## src/hw/dts_cfg.svh

```systemverilog
/*
  Offsets, field positions, masks and sizes of the debug trigger
  and status block. Assumes byte addresses on a 32-bit AHB-Lite bus.
*/
`ifndef DTS_CFG_SVH
`define DTS_CFG_SVH

`define DTS_OFF_CTRL    8'h00
`define DTS_OFF_SETUP   8'h04
`define DTS_OFF_STATUS  8'h08
`define DTS_OFF_FIFOH   8'h0c
`define DTS_OFF_FIFOL   8'h10
`define DTS_OFF_CMPA    8'h14
`define DTS_OFF_CMPB    8'h18
`define DTS_OFF_IRQS    8'h1c
`define DTS_OFF_IRQM    8'h20

`define DTS_CTRL_EN     7
`define DTS_CTRL_RUN    6
`define DTS_SET_QSEL    7
`define DTS_SET_BEGIN   6
`define DTS_SET_RSVD    8'h30

`define DTS_IRQ_DONE    0
`define DTS_IRQ_A       1
`define DTS_IRQ_B       2

`define DTS_HSIZE_WORD  3'h2
`define DTS_EVT_HI      8'h00
`define DTS_FIFO_DEPTH  8
`define DTS_FIFO_WIDTH  16

`endif

```

## src/hw/dts_pkg.sv

```systemverilog
/*
  Types of the debug trigger and status block.
  Assumes nothing of its surroundings.
*/
package dts_pkg;

  typedef enum logic [1:0] {
    BS_IDLE = 2'b00,
    BS_RDW  = 2'b01,
    BS_RDD  = 2'b11,
    BS_WR   = 2'b10
  } dts_bus_t;

  typedef enum logic [3:0] {
    TM_A      = 4'h0,
    TM_AORB   = 4'h1,
    TM_ATHENB = 4'h2,
    TM_EVB    = 4'h3,
    TM_AEVB   = 4'h4,
    TM_AANDB  = 4'h5,
    TM_ANOTB  = 4'h6,
    TM_IN     = 4'h7,
    TM_OUT    = 4'h8
  } dts_mode_t;

endpackage

```

## src/hw/dts_top.sv

```systemverilog
/*
  Debug trigger selection and trace status with an AHB-Lite slave.
  Assumes the bus monitor, opcode tracking and change-of-flow inputs
  come from logic on hclk, and that this is the only slave on hready.
*/
// Chosen here: the address map and the AHB-Lite interface to the registers.
`timescale 1ns/1ps
`default_nettype none
`include "dts_cfg.svh"

module dts_top
  import dts_pkg::*;
#(
  parameter int DEPTH = `DTS_FIFO_DEPTH
) (
  // Clock and reset
  input  wire logic        hclk,
  input  wire logic        hresetn,
  // AHB-Lite slave
  input  wire logic        hsel,
  input  wire logic [31:0] haddr,
  input  wire logic [1:0]  htrans,
  input  wire logic        hwrite,
  input  wire logic [2:0]  hsize,
  input  wire logic [31:0] hwdata,
  input  wire logic        hready,
  output logic             hreadyout,
  output logic             hresp,
  output logic      [31:0] hrdata,
  // CPU bus monitor
  input  wire logic        mon_valid,
  input  wire logic [15:0] mon_addr,
  input  wire logic [7:0]  mon_data,
  // Opcode tracking
  input  wire logic        exec_valid,
  input  wire logic [15:0] exec_addr,
  // Change of flow
  input  wire logic        cof_valid,
  input  wire logic [15:0] cof_addr,
  // Interrupt
  output logic             irq
);

  typedef struct packed {
    dts_bus_t    bs;
    logic [7:0]  addr;
    logic [7:0]  ctrl;
    logic [7:0]  setup;
    logic [15:0] cmpa;
    logic [15:0] cmpb;
    logic        af;
    logic        bf;
    logic        a_seen;
    logic        trig;
    logic [3:0]  vcnt;
    logic [2:0]  ist;
    logic [2:0]  imsk;
    logic [31:0] rdata;
  } dts_st_t;

  dts_st_t     q;
  dts_st_t     d;
  dts_mode_t   mode;
  logic        armed;
  logic        evonly;
  logic        begin_tr;
  logic        ev;
  logic [15:0] ad;
  logic        ma;
  logic        mb;
  logic        dm;
  logic        hit;
  logic        push;
  logic        pop;
  logic        aph;
  logic        wr;
  logic        wr_ctrl;
  logic        start;
  logic        stop_evt;
  logic        cnt_full;
  logic [15:0] pdata;
  logic [15:0] fdout;

  function automatic logic dts_hit(
    input dts_mode_t   m,
    input logic        e,
    input logic [15:0] a,
    input logic [15:0] ca,
    input logic [15:0] cb,
    input logic        xa,
    input logic        xb,
    input logic        dmt,
    input logic        seen
  );
    logic r;
    r = 1'b0;
    case (m)
      TM_A:              r = xa;
      TM_AORB:           r = xa | xb;
      TM_ATHENB, TM_AEVB: r = xb & seen;
      TM_EVB:            r = xb;
      TM_AANDB:          r = xa & dmt;
      TM_ANOTB:          r = xa & ~dmt;
      TM_IN:             r = e && a >= ca && a <= cb;
      TM_OUT:            r = e && (a < ca || a > cb);
      default:           r = 1'b0;
    endcase
    return r;
  endfunction

  // Trigger decode
  assign armed    = q.ctrl[`DTS_CTRL_EN] & q.ctrl[`DTS_CTRL_RUN];
  assign mode     = dts_mode_t'(q.setup[3:0]);
  assign evonly   = mode == TM_EVB || mode == TM_AEVB;
  assign begin_tr = evonly | q.setup[`DTS_SET_BEGIN];
  // Tag qualification set compares executed opcode addresses, clear compares bus monitor addresses
  assign ev = q.setup[`DTS_SET_QSEL] ? exec_valid : mon_valid;
  assign ad = q.setup[`DTS_SET_QSEL] ? exec_addr : mon_addr;
  assign ma = ev && ad == q.cmpa;
  assign mb = ev && ad == q.cmpb;
  // Full modes compare comparator B against the data byte
  assign dm = mon_data == q.cmpb[7:0];
  assign hit = armed & dts_hit(mode, ev, ad, q.cmpa, q.cmpb,
                               ma, mb, dm, q.a_seen);

  // Capture
  assign cnt_full = q.vcnt == 4'(DEPTH);
  assign pdata = evonly ? {`DTS_EVT_HI, mon_data} : cof_addr;
  always_comb begin
    push = 1'b0;
    if (armed) begin
      if (evonly) begin
        push = hit && !cnt_full;
      end else if (begin_tr) begin
        push = cof_valid && (q.trig || hit) && !cnt_full;
      end else begin
        push = cof_valid && !hit;
      end
    end
  end
  assign stop_evt = armed &&
    (begin_tr ? push && q.vcnt == 4'(DEPTH - 1) : hit);

  // Bus decode
  assign aph     = hsel & hready & htrans[1] &
                   (hsize == `DTS_HSIZE_WORD);
  assign wr      = q.bs == BS_WR;
  assign wr_ctrl = wr && q.addr == `DTS_OFF_CTRL;
  assign start   = wr_ctrl && hwdata[`DTS_CTRL_EN] &&
                   hwdata[`DTS_CTRL_RUN] && !armed;
  // Reads while armed would break sequencing, so they never advance
  assign pop = q.bs == BS_RDW && q.addr == `DTS_OFF_FIFOL && !armed;

  dts_trace_fifo #(
    .W  (`DTS_FIFO_WIDTH),
    .D  (DEPTH)
  ) u_fifo (
    .hclk    (hclk),
    .hresetn (hresetn),
    .clr     (start),
    .ovw     (!begin_tr),
    .push    (push),
    .wdata   (pdata),
    .pop     (pop),
    .rdata   (fdout),
    .full    (),
    .empty   ()
  );

  always_comb begin
    logic [2:0] sev;
    logic [2:0] clr;
    logic       keep;
    sev  = 3'h0;
    clr  = 3'h0;
    keep = 1'b0;
    d    = q;

    // Bus phases; reads take one wait state so hrdata is a flop
    case (q.bs)
      BS_RDW: begin
        d.bs = BS_RDD;
        case (q.addr)
          `DTS_OFF_CTRL:   d.rdata = {24'h0, q.ctrl};
          `DTS_OFF_SETUP:  d.rdata = {24'h0, q.setup};
          `DTS_OFF_STATUS: d.rdata = {24'h0, q.af, q.bf,
                                      armed, 1'b0, q.vcnt};
          `DTS_OFF_FIFOH:  d.rdata = {24'h0, fdout[15:8]};
          `DTS_OFF_FIFOL:  d.rdata = {24'h0, fdout[7:0]};
          `DTS_OFF_CMPA:   d.rdata = {16'h0, q.cmpa};
          `DTS_OFF_CMPB:   d.rdata = {16'h0, q.cmpb};
          `DTS_OFF_IRQS:   d.rdata = {29'h0, q.ist};
          `DTS_OFF_IRQM:   d.rdata = {29'h0, q.imsk};
          default:         d.rdata = 32'h0;
        endcase
      end
      default: begin
        if (aph) begin
          d.bs   = hwrite ? BS_WR : BS_RDW;
          d.addr = haddr[7:0];
        end else begin
          d.bs = BS_IDLE;
        end
      end
    endcase

    // Run sequencing
    if (armed) begin
      if (ma) begin
        d.af       = 1'b1;
        d.a_seen   = 1'b1;
        sev[`DTS_IRQ_A] = 1'b1;
      end
      if (mb) begin
        d.bf       = 1'b1;
        sev[`DTS_IRQ_B] = 1'b1;
      end
      if (hit) begin
        d.trig = 1'b1;
      end
      if (push && !cnt_full) begin
        d.vcnt = q.vcnt + 4'h1;
      end
      if (stop_evt) begin
        d.ctrl[`DTS_CTRL_RUN] = 1'b0;
        sev[`DTS_IRQ_DONE]    = 1'b1;
      end
    end

    // Register writes
    if (wr) begin
      case (q.addr)
        `DTS_OFF_CTRL: begin
          // A one on a live run keeps it; a zero stops it
          keep = start | d.ctrl[`DTS_CTRL_RUN];
          d.ctrl = {hwdata[7],
                    hwdata[7] & hwdata[6] & keep,
                    hwdata[5:0]};
          if (start) begin
            d.af     = 1'b0;
            d.bf     = 1'b0;
            d.a_seen = 1'b0;
            d.trig   = 1'b0;
            d.vcnt   = 4'h0;
          end
        end
        `DTS_OFF_SETUP: begin
          if (!q.ctrl[`DTS_CTRL_RUN]) begin
            d.setup = hwdata[7:0] & ~`DTS_SET_RSVD;
          end
        end
        `DTS_OFF_CMPA: d.cmpa = hwdata[15:0];
        `DTS_OFF_CMPB: d.cmpb = hwdata[15:0];
        `DTS_OFF_IRQS: clr = hwdata[2:0];
        `DTS_OFF_IRQM: d.imsk = hwdata[2:0];
        default: ;
      endcase
    end

    // Sticky events; a set in the clearing cycle wins
    d.ist = (q.ist & ~clr) | sev;
  end

  always_ff @(posedge hclk or negedge hresetn) begin
    if (!hresetn) q <= '0;
    else q <= d;
  end

  assign hreadyout = q.bs != BS_RDW;
  assign hresp     = 1'b0;
  assign hrdata    = q.rdata;
  assign irq       = |(q.ist & q.imsk);
endmodule // dts_top

`default_nettype wire

```

## src/hw/dts_trace_fifo.sv

```systemverilog
/*
  Trace FIFO: DEPTH words of W bits, optional overwrite of the oldest.
  Assumes push and pop come from logic on the same clock.
*/
`timescale 1ns/1ps
`default_nettype none
`include "dts_cfg.svh"

module dts_trace_fifo
  import dts_pkg::*;
#(
  parameter int W  = `DTS_FIFO_WIDTH,
  parameter int D  = `DTS_FIFO_DEPTH,
  parameter int AW = $clog2(D)
) (
  // Clock and reset
  input  wire logic         hclk,
  input  wire logic         hresetn,
  // Control
  input  wire logic         clr,
  input  wire logic         ovw,
  // Fill side
  input  wire logic         push,
  input  wire logic [W-1:0] wdata,
  // Drain side
  input  wire logic         pop,
  output logic      [W-1:0] rdata,
  output logic              full,
  output logic              empty
);

  typedef struct packed {
    logic [D-1:0][W-1:0] mem;
    logic [AW-1:0]       wp;
    logic [AW-1:0]       rp;
    logic [AW:0]         n;
  } dts_fifo_st_t;

  dts_fifo_st_t q;
  dts_fifo_st_t d;

  assign full  = q.n == (AW+1)'(D);
  assign empty = q.n == '0;
  assign rdata = q.mem[q.rp];

  always_comb begin
    logic do_push;
    logic do_pop;
    d       = q;
    do_pop  = pop && !empty;
    do_push = push && (!full || ovw);
    if (clr) begin
      d.wp = '0;
      d.rp = '0;
      d.n  = '0;
    end else begin
      if (do_pop) begin
        d.rp = q.rp + 1'b1;
      end
      if (do_push) begin
        d.mem[q.wp] = wdata;
        d.wp        = q.wp + 1'b1;
        // Full ring: the oldest word is dropped
        if (full && !do_pop) begin
          d.rp = q.rp + 1'b1;
        end
      end
      case ({do_push, do_pop})
        2'b10: if (!full) d.n = q.n + 1'b1;
        2'b01: d.n = q.n - 1'b1;
        default: ;
      endcase
    end
  end

  always_ff @(posedge hclk or negedge hresetn) begin
    if (!hresetn) q <= '0;
    else q <= d;
  end
endmodule // dts_trace_fifo

`default_nettype wire

```

## config.mk

```make
export PLATFORM = sky130hd
export DESIGN_NAME = dts_top
export DESIGN_NICKNAME = d
export VERILOG_FILES = /design/src/hw/dts_pkg.sv /design/src/hw/dts_top.sv /design/src/hw/dts_trace_fifo.sv
export VERILOG_INCLUDE_DIRS = /design/src /design/src/hw
export SDC_FILE = /design/constraint.sdc
export NUM_CORES = 1
export LEC_CHECK = 0
export BUFFER_PORTS_ARGS = -buffer_cell sky130_fd_sc_hd__clkbuf_2
export CAP_MARGIN = 20
export CORE_MARGIN = 2
export CORE_UTILIZATION = 50
export DETAILED_ROUTE_END_ITERATION = 12
export PLACE_DENSITY = 0.78
export SYNTH_ARGS = -nofsm -noshare
export SYNTH_HDL_FRONTEND = slang
export SYNTH_SLANG_ARGS = --single-unit
```

## constraint.sdc

```tcl
create_clock -name hclk -period 9.48 [get_ports hclk]
set_input_delay 1.422 -clock hclk [delete_from_list [all_inputs] [get_ports hclk]]
set_output_delay 1.422 -clock hclk [all_outputs]
set_load 0.02 [all_outputs]
```

# Word level (Yosys, flattened, before mapping)
# Cells that the tools add are included.
dict set report totals {
  out_inout_bits 35
  ff_bits 240
}
dict set report op_classes {
  n_eq_ne 29
  n_bitwise 21
  magnitude_cmp 7
  addsub 5
  muxes 45
  reduce_logical 48
}
# operator count
set ops {}
lappend ops {{16-bit case mux with 9 select lines} 1}
lappend ops {{128-bit bitwise mux} 1}
lappend ops {{16-bit 2-to-1 mux} 6}
lappend ops {{55-bit 2-to-1 mux} 1}
lappend ops {{16-bit binary-select mux with 3-bit select} 1}
lappend ops {{16-bit demux with 3-bit select} 1}
lappend ops {{8-bit 2-to-1 mux} 5}
lappend ops {{16-bit == test} 2}
lappend ops {{8-bit by 5-bit == test with 1-bit output (second input constant)} 4}
lappend ops {{1-bit logical AND} 22}
lappend ops {{4-bit by 3-bit == test with 1-bit output (second input constant)} 5}
lappend ops {{8-bit by 4-bit == test with 1-bit output (second input constant)} 2}
lappend ops {{16-bit greater-or-equal comparator} 1}
lappend ops {{16-bit > comparator} 1}
lappend ops {{16-bit less-or-equal comparator} 1}
lappend ops {{16-bit less-than comparator} 1}
lappend ops {{3-bit 2-to-1 mux} 5}
lappend ops {{1-bit 2-to-1 mux} 14}
lappend ops {{2-bit AND reduction} 7}
lappend ops {{4-bit == test (second input constant)} 3}
lappend ops {{1-bit bitwise AND} 10}
lappend ops {{10-bit 2-to-1 mux} 1}
lappend ops {{4-bit by 1-bit adder with 4-bit output (second input constant)} 2}
lappend ops {{4-bit by 2-bit == test with 1-bit output (second input constant)} 2}
lappend ops {{other kinds (33)} 56}

# Longest topological paths before layout
# Gate-level depths: netlist of the first run.
dict set report depth {
  word_depth 21
  mapped_depth 15
  mapped_depth_nobuf 11
}

# Modules after synthesis
# From an unflattened synthesis of the first run, not the netlist that was laid out.
dict set report hier_totals {
  cells_unflattened 1006
  area_unflattened_um2 12174.2
}
# mod cells_each area_each_um2 n_inst
set modules_own_cells {}
lappend modules_own_cells {dts_trace_fifo 416 6573.8 1}
lappend modules_own_cells {dts_top 590 5600.4 1}

# Worst setup path after synthesis of the first run
# OpenSTA, ideal clock, no wires.
dict set report synth_path {
  kind {input to register}
  start {input exec_addr[15]}
  end {register u_fifo.q[112] (netlist bit)}
  path_slack_ns 5.049
  required_ns 9.355
  setup_ns 0.125
  arrival_time_ns 4.306
  path_stages 12
  cell_sequence {mux2_2 -> ha_1 -> nand4_2 -> or4_4 -> nor3_1 -> o41ai_4 -> o22a_1 -> o21a_2 -> buf_12 -> o21ai_4 -> buf_12 -> mux2_4}
}
dict set report synth_via {
  elab_chain_cells 14
  word_cells_on_any_way 30
}
# element line
set synth_lines {}
lappend synth_lines {{from (decl)} dts_top.sv:36} ;# input wire logic [15:0] exec_addr,
lappend synth_lines {{16-bit 2-to-1 mux *} dts_top.sv:118} ;# assign ad = q.setup[`DTS_SET_QSEL] ? exec_addr : mon_addr;
lappend synth_lines {{16-bit less-than comparator, or another cell as far along} dts_top.sv:105} ;# TM_OUT: r = e && (a < ca || a > cb);
lappend synth_lines {{1-bit logical OR, or another cell as far along} dts_top.sv:105}
lappend synth_lines {{1-bit logical AND, or another cell as far along} dts_top.sv:105}
lappend synth_lines {{1-bit case mux with 8 select lines *} dts_top.sv:97} ;# case (m)
lappend synth_lines {{1-bit bitwise AND *} dts_top.sv:123} ;# assign hit = armed & dts_hit(mode, ev, ad, q.cmpa, q.cmpb,
lappend synth_lines {{1-bit logical OR} dts_top.sv:135} ;# push = cof_valid && (q.trig || hit) && !cnt_full;
lappend synth_lines {{1-bit logical AND (2 in series)} dts_top.sv:135}
lappend synth_lines {{1-bit 2-to-1 mux} dts_top.sv:134} ;# end else if (begin_tr) begin
lappend synth_lines {{1-bit 2-to-1 mux *} dts_top.sv:132} ;# if (evonly) begin
lappend synth_lines {{1-bit 2-to-1 mux *} dts_top.sv:131} ;# if (armed) begin
lappend synth_lines {{1-bit logical AND *} dts_trace_fifo.sv:51} ;# do_push = push && (!full || ovw);
lappend synth_lines {{2-bit AND reduction (no source line) *} --}
lappend synth_lines {{to (signal assigned)} dts_trace_fifo.sv:77} ;# if (!hresetn) q <= '0;
lappend synth_lines {{to (signal assigned)} dts_trace_fifo.sv:78} ;# else q <= d;
lappend synth_lines {{to (decl)} dts_trace_fifo.sv:39} ;# dts_fifo_st_t q;
# Mark *: on every way between the ends. The rest lies on a longest branch, timed or not.
# A chain may end at the register's enable or synchronous reset.

# Final worst setup path of the first run
dict set report layout_path {
  start {register q[85] (netlist bit)}
  end {register u_fifo.q[108] (netlist bit)}
}
dict set report layout_via {
  elab_chain_cells 14
  word_cells_on_any_way 31
}
# element line
set layout_lines {}
lappend layout_lines {{from (decl)} dts_top.sv:61} ;# dts_st_t q;
lappend layout_lines {{from (signal assigned)} dts_top.sv:265} ;# if (!hresetn) q <= '0;
lappend layout_lines {{from (signal assigned)} dts_top.sv:266} ;# else q <= d;
lappend layout_lines {{16-bit 2-to-1 mux} dts_top.sv:118}
lappend layout_lines {{16-bit less-than comparator, or another cell as far along} dts_top.sv:105}
lappend layout_lines {{1-bit logical OR, or another cell as far along} dts_top.sv:105}
lappend layout_lines {{1-bit logical AND, or another cell as far along} dts_top.sv:105}
lappend layout_lines {{1-bit case mux with 8 select lines *} dts_top.sv:97}
lappend layout_lines {{1-bit bitwise AND *} dts_top.sv:123}
lappend layout_lines {{1-bit logical OR} dts_top.sv:135}
lappend layout_lines {{1-bit logical AND (2 in series)} dts_top.sv:135}
lappend layout_lines {{1-bit 2-to-1 mux} dts_top.sv:134}
lappend layout_lines {{1-bit 2-to-1 mux *} dts_top.sv:132}
lappend layout_lines {{1-bit 2-to-1 mux *} dts_top.sv:131}
lappend layout_lines {{1-bit logical AND *} dts_trace_fifo.sv:51}
lappend layout_lines {{2-bit AND reduction (no source line) *} --}
# Marks and branches as above.

==> insert_results.sql, run 1 <==
INSERT INTO impl_metrics (metric_group, metric, value, unit) VALUES
('run_status', 'run_status', 'complete, no violations', ''),
('placement', 'port-buffer-count', '109', ''),
('setup_path', 'worst_path_max_delay_cell', 'sky130_fd_sc_hd__dfrtp_1', ''),
('layout', 'fillers', '1969', ''),
('setup_path', 'cp_data_arrival_time', '5.15', 'ns'),
('sta', 'finalHoldViolCount', '0', ''),
('global_routing', 'first_global_vias', '8297', ''),
('pwr', 'max-vdd-ir-drop', '114', 'uV'),
('yosys', 'synth-edff-count', '0', ''),
('detailed_routing', 'drt.antenna.violating_nets', '0', ''),
('floorplan', 'dieWidth', '161', 'um'),
('floorplan', 'start_util', '0.508', ''),
('layout', 'post-route-util', '0.567', ''),
('placement', 'placed_cell_count', '1398', ''),
('yosys', 'synth-seq-cells', '224', ''),
('sta', 'time_the_final_worst_path_needs_with_i_o_delays_and_setup', '4.75', 'ns'),
('global_routing', 'grt_first_pass_wirelength', '45700', 'um'),
('detailed_routing', 'wl_cell', '20.0', 'um'),
('clock_tree', 'clk_latency', '0.53', 'ns'),
('setup_path', 'path_common_cell', 'sky130_fd_sc_hd__mux2_2', ''),
('clock_tree', 'tritoncts.num_buffers', '24', ''),
('detailed_routing', 'drt_iter0_drc', '689', ''),
('yosys', 'ys_top_cells_by_area', 'sky130_fd_sc_hd__dfrtp_1 45%, sky130_fd_sc_hd__mux2_2 9.5%, sky130_fd_sc_hd__mux4_2 5.8%', ''),
('yosys', 'synthDominantCellAreaShare', '0.453', ''),
('clock_tree', 'cts_sinks', '224', ''),
('layout', 'antennaDiodeCount', '0', ''),
('floorplan', 'die_h', '161', 'um'),
('sta', 'final_min_period_over_clock_period', '0.501', ''),
('placement', 'routability_congestion', '0.923', ''),
('setup_path', 'worstSetupPathType', 'reg2reg', ''),
('clock_tree', 'cts.root.buffer_cell', 'sky130_fd_sc_hd__clkbuf_16', ''),
('detailed_routing', 'detailroute.via_count', '8504', ''),
('floorplan', 'ios', '168', ''),
('floorplan', 'die_area', '26000', 'um^2'),
('global_routing', 'grt_max_degree', '140', ''),
('layout', 'flow.area_growth_from_synthesis', '11.5', '%'),
('setup_path', 'cp_max_fo', '19', ''),
('sta', 'fin_skew', '0.0221', 'ns'),
('sta', 'tns', '0', 'ns'),
('layout', 'finish.instance_area', '13800', 'um^2'),
('yosys', 'synth.lib_cells_used.distinct', '82', ''),
('placement', 'dpl.hpwl', '19600', 'um'),
('yosys', 'post-synth-top-area-cell', 'sky130_fd_sc_hd__dfrtp_1', ''),
('clock_tree', 'cts.repair.resized', '0', ''),
('clock_tree', 'cts_max_path_buffers', '3', ''),
('clock_tree', 'post_cts_setup_repair_buffer_count', '0', ''),
('yosys', 'synth_area', '12400', 'um^2'),
('detailed_routing', 'drt_pass1_iterations', '6', ''),
('global_routing', 'antenna_found_initial', '0', ''),
('setup_path', 'crit_required', '9.88', 'ns'),
('sta', 'maxSlewHeadroom', '0.295', ''),
('yosys', 'postSynthAreaPerCell', '12.1', 'um^2'),
('sta', 'measured_slew_at_the_worst_slew_check_pin', '1.06', 'ns'),
('yosys', 'asyncSetResetFlopFracSynth', '1.00', ''),
('setup_path', 'critical-path-max-stage-delay', '0.86', 'ns'),
('yosys', 'yosysSeqAreaShare', '0.453', ''),
('detailed_routing', 'post_dr_vias_cell', '5.89', ''),
('clock_tree', 'path_clk_slew', '0.06', 'ns'),
('layout', 'post_route_cells_drive_above_1_share', '0.317', ''),
('clock_tree', 'h_tree_depth_reported_by_cts', '1', ''),
('global_routing', 'grt.total_usage', '0.223', ''),
('sta', 'finalHoldWorstSlack', '0.481', 'ns'),
('layout', 'layoutNonFillerInstCount', '1443', ''),
('layout', 'finalNetCount', '1273', ''),
('detailed_routing', 'totalWireLength', '28800', 'um'),
('floorplan', 'core', '24300', 'um^2'),
('sta', 'setup_viol_count_final', '0', ''),
('clock_tree', 'tritoncts_clock_tree', 'done', ''),
('global_routing', 'gr-total-overflow', '0', ''),
('sta', 'report.final.slew_viol_count', '0', ''),
('pwr', 'powerDensity', '176', 'nW/um^2');
cells by family after synthesis:
family                   synth area share
buffers and inverters              0.0591
flip-flops                          0.453
adder cells (fa/ha/maj)            0.0401
other                            0.000303
XOR/XNOR                          0.00638
AO/OA/AOI/OAI                       0.104
multiplexers                        0.251
AND/OR/NAND/NOR                    0.0851
metal layers:
layer,wire [um],vias to the layer above,GRT usage
li1,-,3843,-
met1,12400,4257,0.316
met2,13500,352,0.358
met3,2030,52,0.0318
met4,804,0,0.0718
met5,0,-,0
path summary, 6_finish.rpt:
path	start	end	slack, ns	cells after the start
setup / recovery	q[85]	u_fifo.q[108]	4.73	10
max in group asynchronous	hresetn	u_fifo.q[73]	7.29	3
setup reg to reg	q[85]	u_fifo.q[108]	4.73	10
hold reg to reg	hrdata[13]	hrdata[13]	0.48	2
hold / removal	hrdata[13]	hrdata[13]	0.48	2
min in group asynchronous	hresetn	q[95]	0.99	1
synth_stat cells (5+ instances only):
master / instances
sky130_fd_sc_hd__buf_4: 33
sky130_fd_sc_hd__dfrtp_1: 224
sky130_fd_sc_hd__nand4_1: 12
sky130_fd_sc_hd__and2_1: 5
sky130_fd_sc_hd__mux2_1: 50
sky130_fd_sc_hd__xnor2_1: 8
sky130_fd_sc_hd__mux2_4: 30
sky130_fd_sc_hd__nor3_1: 12
sky130_fd_sc_hd__nand2b_1: 13
sky130_fd_sc_hd__a31oi_1: 10
sky130_fd_sc_hd__buf_2: 7
sky130_fd_sc_hd__nor2_1: 26
sky130_fd_sc_hd__mux2i_1: 20
sky130_fd_sc_hd__a21oi_1: 18
sky130_fd_sc_hd__inv_1: 44
sky130_fd_sc_hd__nand2_1: 90
sky130_fd_sc_hd__a22oi_1: 14
sky130_fd_sc_hd__mux2_2: 104
sky130_fd_sc_hd__mux4_2: 32
sky130_fd_sc_hd__o21ai_0: 59
sky130_fd_sc_hd__a222oi_1: 7
sky130_fd_sc_hd__ha_1: 38
sky130_fd_sc_hd__a21o_1: 15
sky130_fd_sc_hd__nand3b_1: 5
sky130_fd_sc_hd__buf_6: 6
sky130_fd_sc_hd__o22ai_4: 5
sky130_fd_sc_hd__nand3_1: 8
sky130_fd_sc_hd__clkbuf_1: 31
sky130_fd_sc_hd__buf_1: 5
sky130_fd_sc_hd__nor2b_1: 13
power breakdown:
group          internal (mW)  leakage, nW  switching, mW
Combinational          0.160         3.34          0.216
Sequential              1.02         2.94         0.0587
Clock                  0.587        0.425          0.393
Total                   1.77         6.71          0.668
registers in the layout, indices dropped and copies added, names as in the netlist:
| name | flops |
|---|---|
| hrdata | 16 |
| u_fifo.q | 138 |
| q | 66 |
| mode | 4 |
metrics by stage:
step	setup WS, ns	power [mW]
after floorplan	5.05	1.35
after global placement	4.34	1.45
after detailed placement	4.26	1.47
after CTS	4.71	2.44
after global routing	4.51	2.54
final	4.73	2.43
cell type report:
cell class / count / area, um^2 / share of cell area
repair buffers: 121 / 666 / 0.0483
clock buffers: 34 / 718 / 0.0521
flip-flops and latches: 224 / 5610 / 0.407
well taps: 324 / 405 / 0.0294
inverters: 44 / 165 / 0.0120
multi-input cells: 686 / 6090 / 0.442
clock inverters: 10 / 131 / 0.00953
tightest hold or removal path, delay by kind of cell (launching register included):
| family | cells | cell delay (ns) |
|---|---|---|
| flops | 1 | 0.34 |
| simple gates | 1 | 0.05 |
| compound gates | 1 | 0.06 |
cell usage in the layout (no fill, tap or decap), types with 17 or more instances in the layout:
master                        n
sky130_fd_sc_hd__mux2_4      30
sky130_fd_sc_hd__mux4_2      32
sky130_fd_sc_hd__nor2_1      26
sky130_fd_sc_hd__clkbuf_2   108
sky130_fd_sc_hd__mux2i_1     20
sky130_fd_sc_hd__inv_1       44
sky130_fd_sc_hd__mux2_2     104
sky130_fd_sc_hd__dfrtp_1    223
sky130_fd_sc_hd__nand2_1     90
sky130_fd_sc_hd__conb_1      17
sky130_fd_sc_hd__clkbuf_16   24
sky130_fd_sc_hd__a21oi_1     18
sky130_fd_sc_hd__o21ai_0     59
sky130_fd_sc_hd__ha_1        38
sky130_fd_sc_hd__mux2_1      50
Note: power is estimated with default switching activity, not from simulation.
==> inputs of run 2 (changes only) <==
Settings changed: ABC_AREA from default to 1.
Clock period 9.48 ns to 4.4 ns, I/O delays scaled along.
==> run 2 against run 1 <==
Net effect: final cell count rose by 29%; clock skew fell by 0.015 ns; wire length is 6.0% higher; hold slack lost 0.24 ns; synthesized area decreased by 4.2%; largest power group unchanged.
==> insert_results.sql, run 2 <==
INSERT INTO impl_metrics (metric_group, metric, value, unit) VALUES
('run_status', 'run_status', 'complete, no violations', ''),
('layout', 'flow.area_growth_from_synthesis', '12.9', '%'),
('placement', 'port-buffer-count', '109', ''),
('detailed_routing', 'drt_pass1_iterations', '5', ''),
('yosys', 'complex_gate_fraction_of_the_synthesized_area', '0.162', ''),
('setup_path', 'cp_data_arrival_time', '4.25', 'ns'),
('layout', 'layout.cells.most_common', 'sky130_fd_sc_hd__nand2_1', ''),
('floorplan', 'ios', '168', ''),
('global_routing', 'first_global_vias', '9467', ''),
('yosys', 'post_synthesis_share_of_cell_area_spent_on_and_or_nand_and_nor_gates', '0.204', ''),
('detailed_routing', 'drt.antenna.violating_nets', '0', ''),
('floorplan', 'dieWidth', '158', 'um'),
('layout', 'post_route_cells_drive_above_1_share', '0.126', ''),
('yosys', 'synthAdderAreaFrac', '0.0418', ''),
('sta', 'finalHoldWorstSlack', '0.243', 'ns'),
('global_routing', 'antenna_found_initial', '0', ''),
('yosys', 'synthDominantCellAreaShare', '0.473', ''),
('clock_tree', 'post_cts_setup_repair_buffer_count', '0', ''),
('pwr', 'leakage', '6.92', 'nW'),
('yosys', 'post_synth_xor_area_fraction', '0.0111', ''),
('placement', 'dpl.hpwl', '20700', 'um'),
('setup_path', 'timing.reg2reg.worst_path_depth', '23', ''),
('sta', 'fmax', '262', 'MHz'),
('detailed_routing', 'totalWireLength', '30600', 'um'),
('setup_path', 'cp-endpoint', 'u_fifo.q[41]', ''),
('sta', 'report.final.slew_viol_count', '0', ''),
('global_routing', 'grt.total_usage', '0.248', ''),
('job', 'max_cap_check_violation_count', '0', ''),
('setup_path', 'regToRegEndpoint', 'u_fifo.q[41]', ''),
('hold_path', 'hold_class', 'in2async', ''),
('sta', 'tns', '0', 'ns'),
('yosys', 'synth.lib_cells_used.distinct', '48', ''),
('yosys', 'synth_area', '11800', 'um^2'),
('setup_path', 'rr_startpoint', 'q[85]', ''),
('setup_path', 'worst_path_max_delay_cell', 'sky130_fd_sc_hd__nand4_4', ''),
('yosys', 'prevailing_post_synth_register_cell', 'sky130_fd_sc_hd__dfrtp_1', ''),
('global_routing', 'grt_first_pass_wirelength', '49000', 'um'),
('layout', 'post-route-util', '0.573', ''),
('yosys', 'ys_warn_count', '0', ''),
('layout', 'registers.top_by_ff_count', 'u_fifo.q', ''),
('sta', 'final_min_period_over_clock_period', '0.869', ''),
('yosys', 'postSynthAreaPerCell', '8.17', 'um^2'),
('setup_path', 'cp_max_fo', '32', ''),
('yosys', 'synth-seq-cells', '224', ''),
('detailed_routing', 'drt_iter0_drc', '902', ''),
('setup_path', 'cells_along_the_critical_path', 'buf_4 -> inv_4 -> nand2_1 -> nand2_1 -> ha_1 -> nand2_1 -> nor2_1 -> nand2_1 -> nor2_2 -> nand3_1 -> nor2_1 -> nand3_1 -> nand2_1 -> nor2_1 -> nand3_2 -> nand2_1 -> nand2_1 -> nand2_1 -> nand2_1 -> nand2_1 -> nand2_2 -> nand4_4 -> o21ai_0', ''),
('sta', 'measured_slew_at_the_worst_slew_check_pin', '0.999', 'ns'),
('setup_path', 'timing.critical_path.to_type', 'flop', ''),
('pwr', 'powerDensity', '398', 'nW/um^2'),
('clock_tree', 'tritoncts_clock_tree', 'done', ''),
('sta', 'grt_setup_unrepaired', 'false', ''),
('floorplan', 'core', '23300', 'um^2'),
('yosys', 'synth.mux.area_fraction', '0.0258', ''),
('setup_path', 'critPathLaunchType', 'flop', ''),
('sta', 'finalHoldViolCount', '0', ''),
('placement', 'routability_congestion', '0.969', ''),
('floorplan', 'std_cell_rows', '56', ''),
('yosys', 'yosysSeqAreaShare', '0.473', ''),
('clock_tree', 'cts_sinks', '224', ''),
('layout', 'antennaDiodeCount', '0', ''),
('layout', 'finalNetCount', '1695', ''),
('yosys', 'synthCells', '1449', ''),
('floorplan', 'die_h', '158', 'um'),
('clock_tree', 'cts_max_path_buffers', '3', ''),
('global_routing', 'gr-total-overflow', '0', ''),
('yosys', 'most_numerous_cell_in_the_yosys_netlist', 'sky130_fd_sc_hd__nand2_1', ''),
('clock_tree', 'tritoncts.num_buffers', '25', ''),
('yosys', 'synth.top_cells.by_count', '401 x sky130_fd_sc_hd__nand2_1, 228 x sky130_fd_sc_hd__o21ai_0, 224 x sky130_fd_sc_hd__dfrtp_1, 118 x sky130_fd_sc_hd__nor2_1, 103 x sky130_fd_sc_hd__inv_1', ''),
('sta', 'fin_skew', '0.00712', 'ns'),
('floorplan', 'die_area', '24900', 'um^2'),
('sta', 'setup_viol_count_final', '0', ''),
('detailed_routing', 'drc_errors', '0', ''),
('detailed_routing', 'wl_cell', '16.4', 'um'),
('clock_tree', 'path_clk_slew', '0.06', 'ns'),
('clock_tree', 'cts.repair.resized', '0', ''),
('layout', 'largest_register_ff_count', '138', ''),
('layout', 'mostFrequentLayoutCells', '401 x sky130_fd_sc_hd__nand2_1, 228 x sky130_fd_sc_hd__o21ai_0, 223 x sky130_fd_sc_hd__dfrtp_1', ''),
('yosys', 'asyncSetResetFlopFracSynth', '1.00', ''),
('clock_tree', 'cts.root.buffer_cell', 'sky130_fd_sc_hd__clkbuf_16', ''),
('yosys', 'post-synth-top-area-cell', 'sky130_fd_sc_hd__dfrtp_1', ''),
('clock_tree', 'hold_buffers', '0', ''),
('clock_tree', 'clk_latency', '0.52', 'ns'),
('setup_path', 'critical-path-max-stage-delay', '0.51', 'ns'),
('detailed_routing', 'detailroute.via_count', '10400', ''),
('clock_tree', 'h_tree_depth_reported_by_cts', '1', ''),
('setup_path', 'critPathLaunch', 'q[85]', ''),
('pwr', 'max-vdd-ir-drop', '306', 'uV'),
('yosys', 'synth_top_family_by_area', 'simple AND/OR/NAND/NOR gates', ''),
('global_routing', 'grt_max_degree', '135', ''),
('floorplan', 'start_util', '0.508', ''),
('setup_path', 'register_to_register_setup_slack', '0.58', 'ns'),
('sta', 'maxSlewHeadroom', '0.334', ''),
('sta', 'time_the_final_worst_path_needs_with_i_o_delays_and_setup', '3.82', 'ns'),
('yosys', 'synth-edff-count', '0', ''),
('setup_path', 'worstSetupPathType', 'reg2reg', ''),
('layout', 'fillers', '2041', ''),
('setup_path', 'crit_required', '4.82', 'ns'),
('yosys', 'ys_top_cells_by_area', 'sky130_fd_sc_hd__dfrtp_1 47%, sky130_fd_sc_hd__nand2_1 13%, sky130_fd_sc_hd__o21ai_0 9.6%', ''),
('setup_path', 'path_common_cell', 'sky130_fd_sc_hd__nand2_1', ''),
('detailed_routing', 'post_dr_vias_cell', '5.56', '');
run 2: changes by cell type after synthesis, moves of 30 or more:
cell	previous run	this run
sky130_fd_sc_hd__mux2_2	104	4
sky130_fd_sc_hd__mux2_4	30	0
sky130_fd_sc_hd__nand2_1	90	401
sky130_fd_sc_hd__inv_1	44	103
sky130_fd_sc_hd__o21ai_0	59	228
sky130_fd_sc_hd__mux2_1	50	0
sky130_fd_sc_hd__mux4_2	32	0
sky130_fd_sc_hd__nor2_1	26	118
run 2: metrics by stage:
step                std cells  instance area (um^2)  total power [mW]  setup slack [ns]
floorplan                1465                 11900              2.88              1.45
global placement         1814                 12500              3.11             0.784
detailed placement       1814                 12500              3.14             0.671
CTS                      1860                 13400              5.34             0.662
global route             1861                 13400              5.56             0.147
finish                   1861                 13400              5.32             0.577
run 2: worst min path at each step:
stage,end,slack (ns)
2_1_floorplan,hrdata[0],0.36
3_3_place_gp,u_fifo.q[108],0.46
3_5_place_dp,u_fifo.q[108],0.47
4_1_cts,u_fifo.q[36],0.31
5_1_grt,u_fifo.q[36],0.34
6_report,u_fifo.q[132],0.24
run 2: kinds of logic after synthesis:
| family | after synthesis |
|---|---|
| AOI/OAI and AO/OA | 341 |
| xor gates and xnor gates | 15 |
| adders and majority gates | 39 |
| buffers and inverters | 209 |
| DFF | 224 |
| muxes | 30 |
| other | 1 |
| and+or+nand+nor | 590 |
run 2: report_power, final:
group | switching, mW | internal (mW) | total, mW
registers | 0.102 | 2.19 | 2.29
logic | 0.533 | 0.291 | 0.824
clock network | 0.848 | 1.36 | 2.20
run 2: cell type report:
| cell class | instances | area, um^2 | area share |
|---|---|---|---|
| Clock inverter | 9 | 130 | 0.00973 |
| Timing Repair Buffer | 131 | 741 | 0.0554 |
| Tap cell | 319 | 399 | 0.0299 |
| Inverter | 109 | 412 | 0.0308 |
| Sequential cell | 224 | 5610 | 0.419 |
| Multi-Input combinational cell | 1032 | 5330 | 0.399 |
| Clock buffer | 37 | 751 | 0.0561 |
run 2: worst max-delay path, delay by kind of cell (launching register included):
kind,cells,cell delay (ns)
buffers and inverters,2,0.38
adder cells (fa/ha/maj),1,0.33
AND/OR/NAND/NOR,19,2.30
flip-flops,1,0.33
AO/OA/AOI/OAI,1,0.35
run 2: layer usage:
| layer | track usage | up-vias | share of wire |
|---|---|---|---|
| met4 | 0.0866 | 0 | 0.031 |
| met3 | 0.0427 | 48 | 0.078 |
| met2 | 0.384 | 402 | 0.45 |
| met1 | 0.353 | 4978 | 0.44 |
| li1 | - | 4925 | - |
| met5 | 0 | - | 0 |
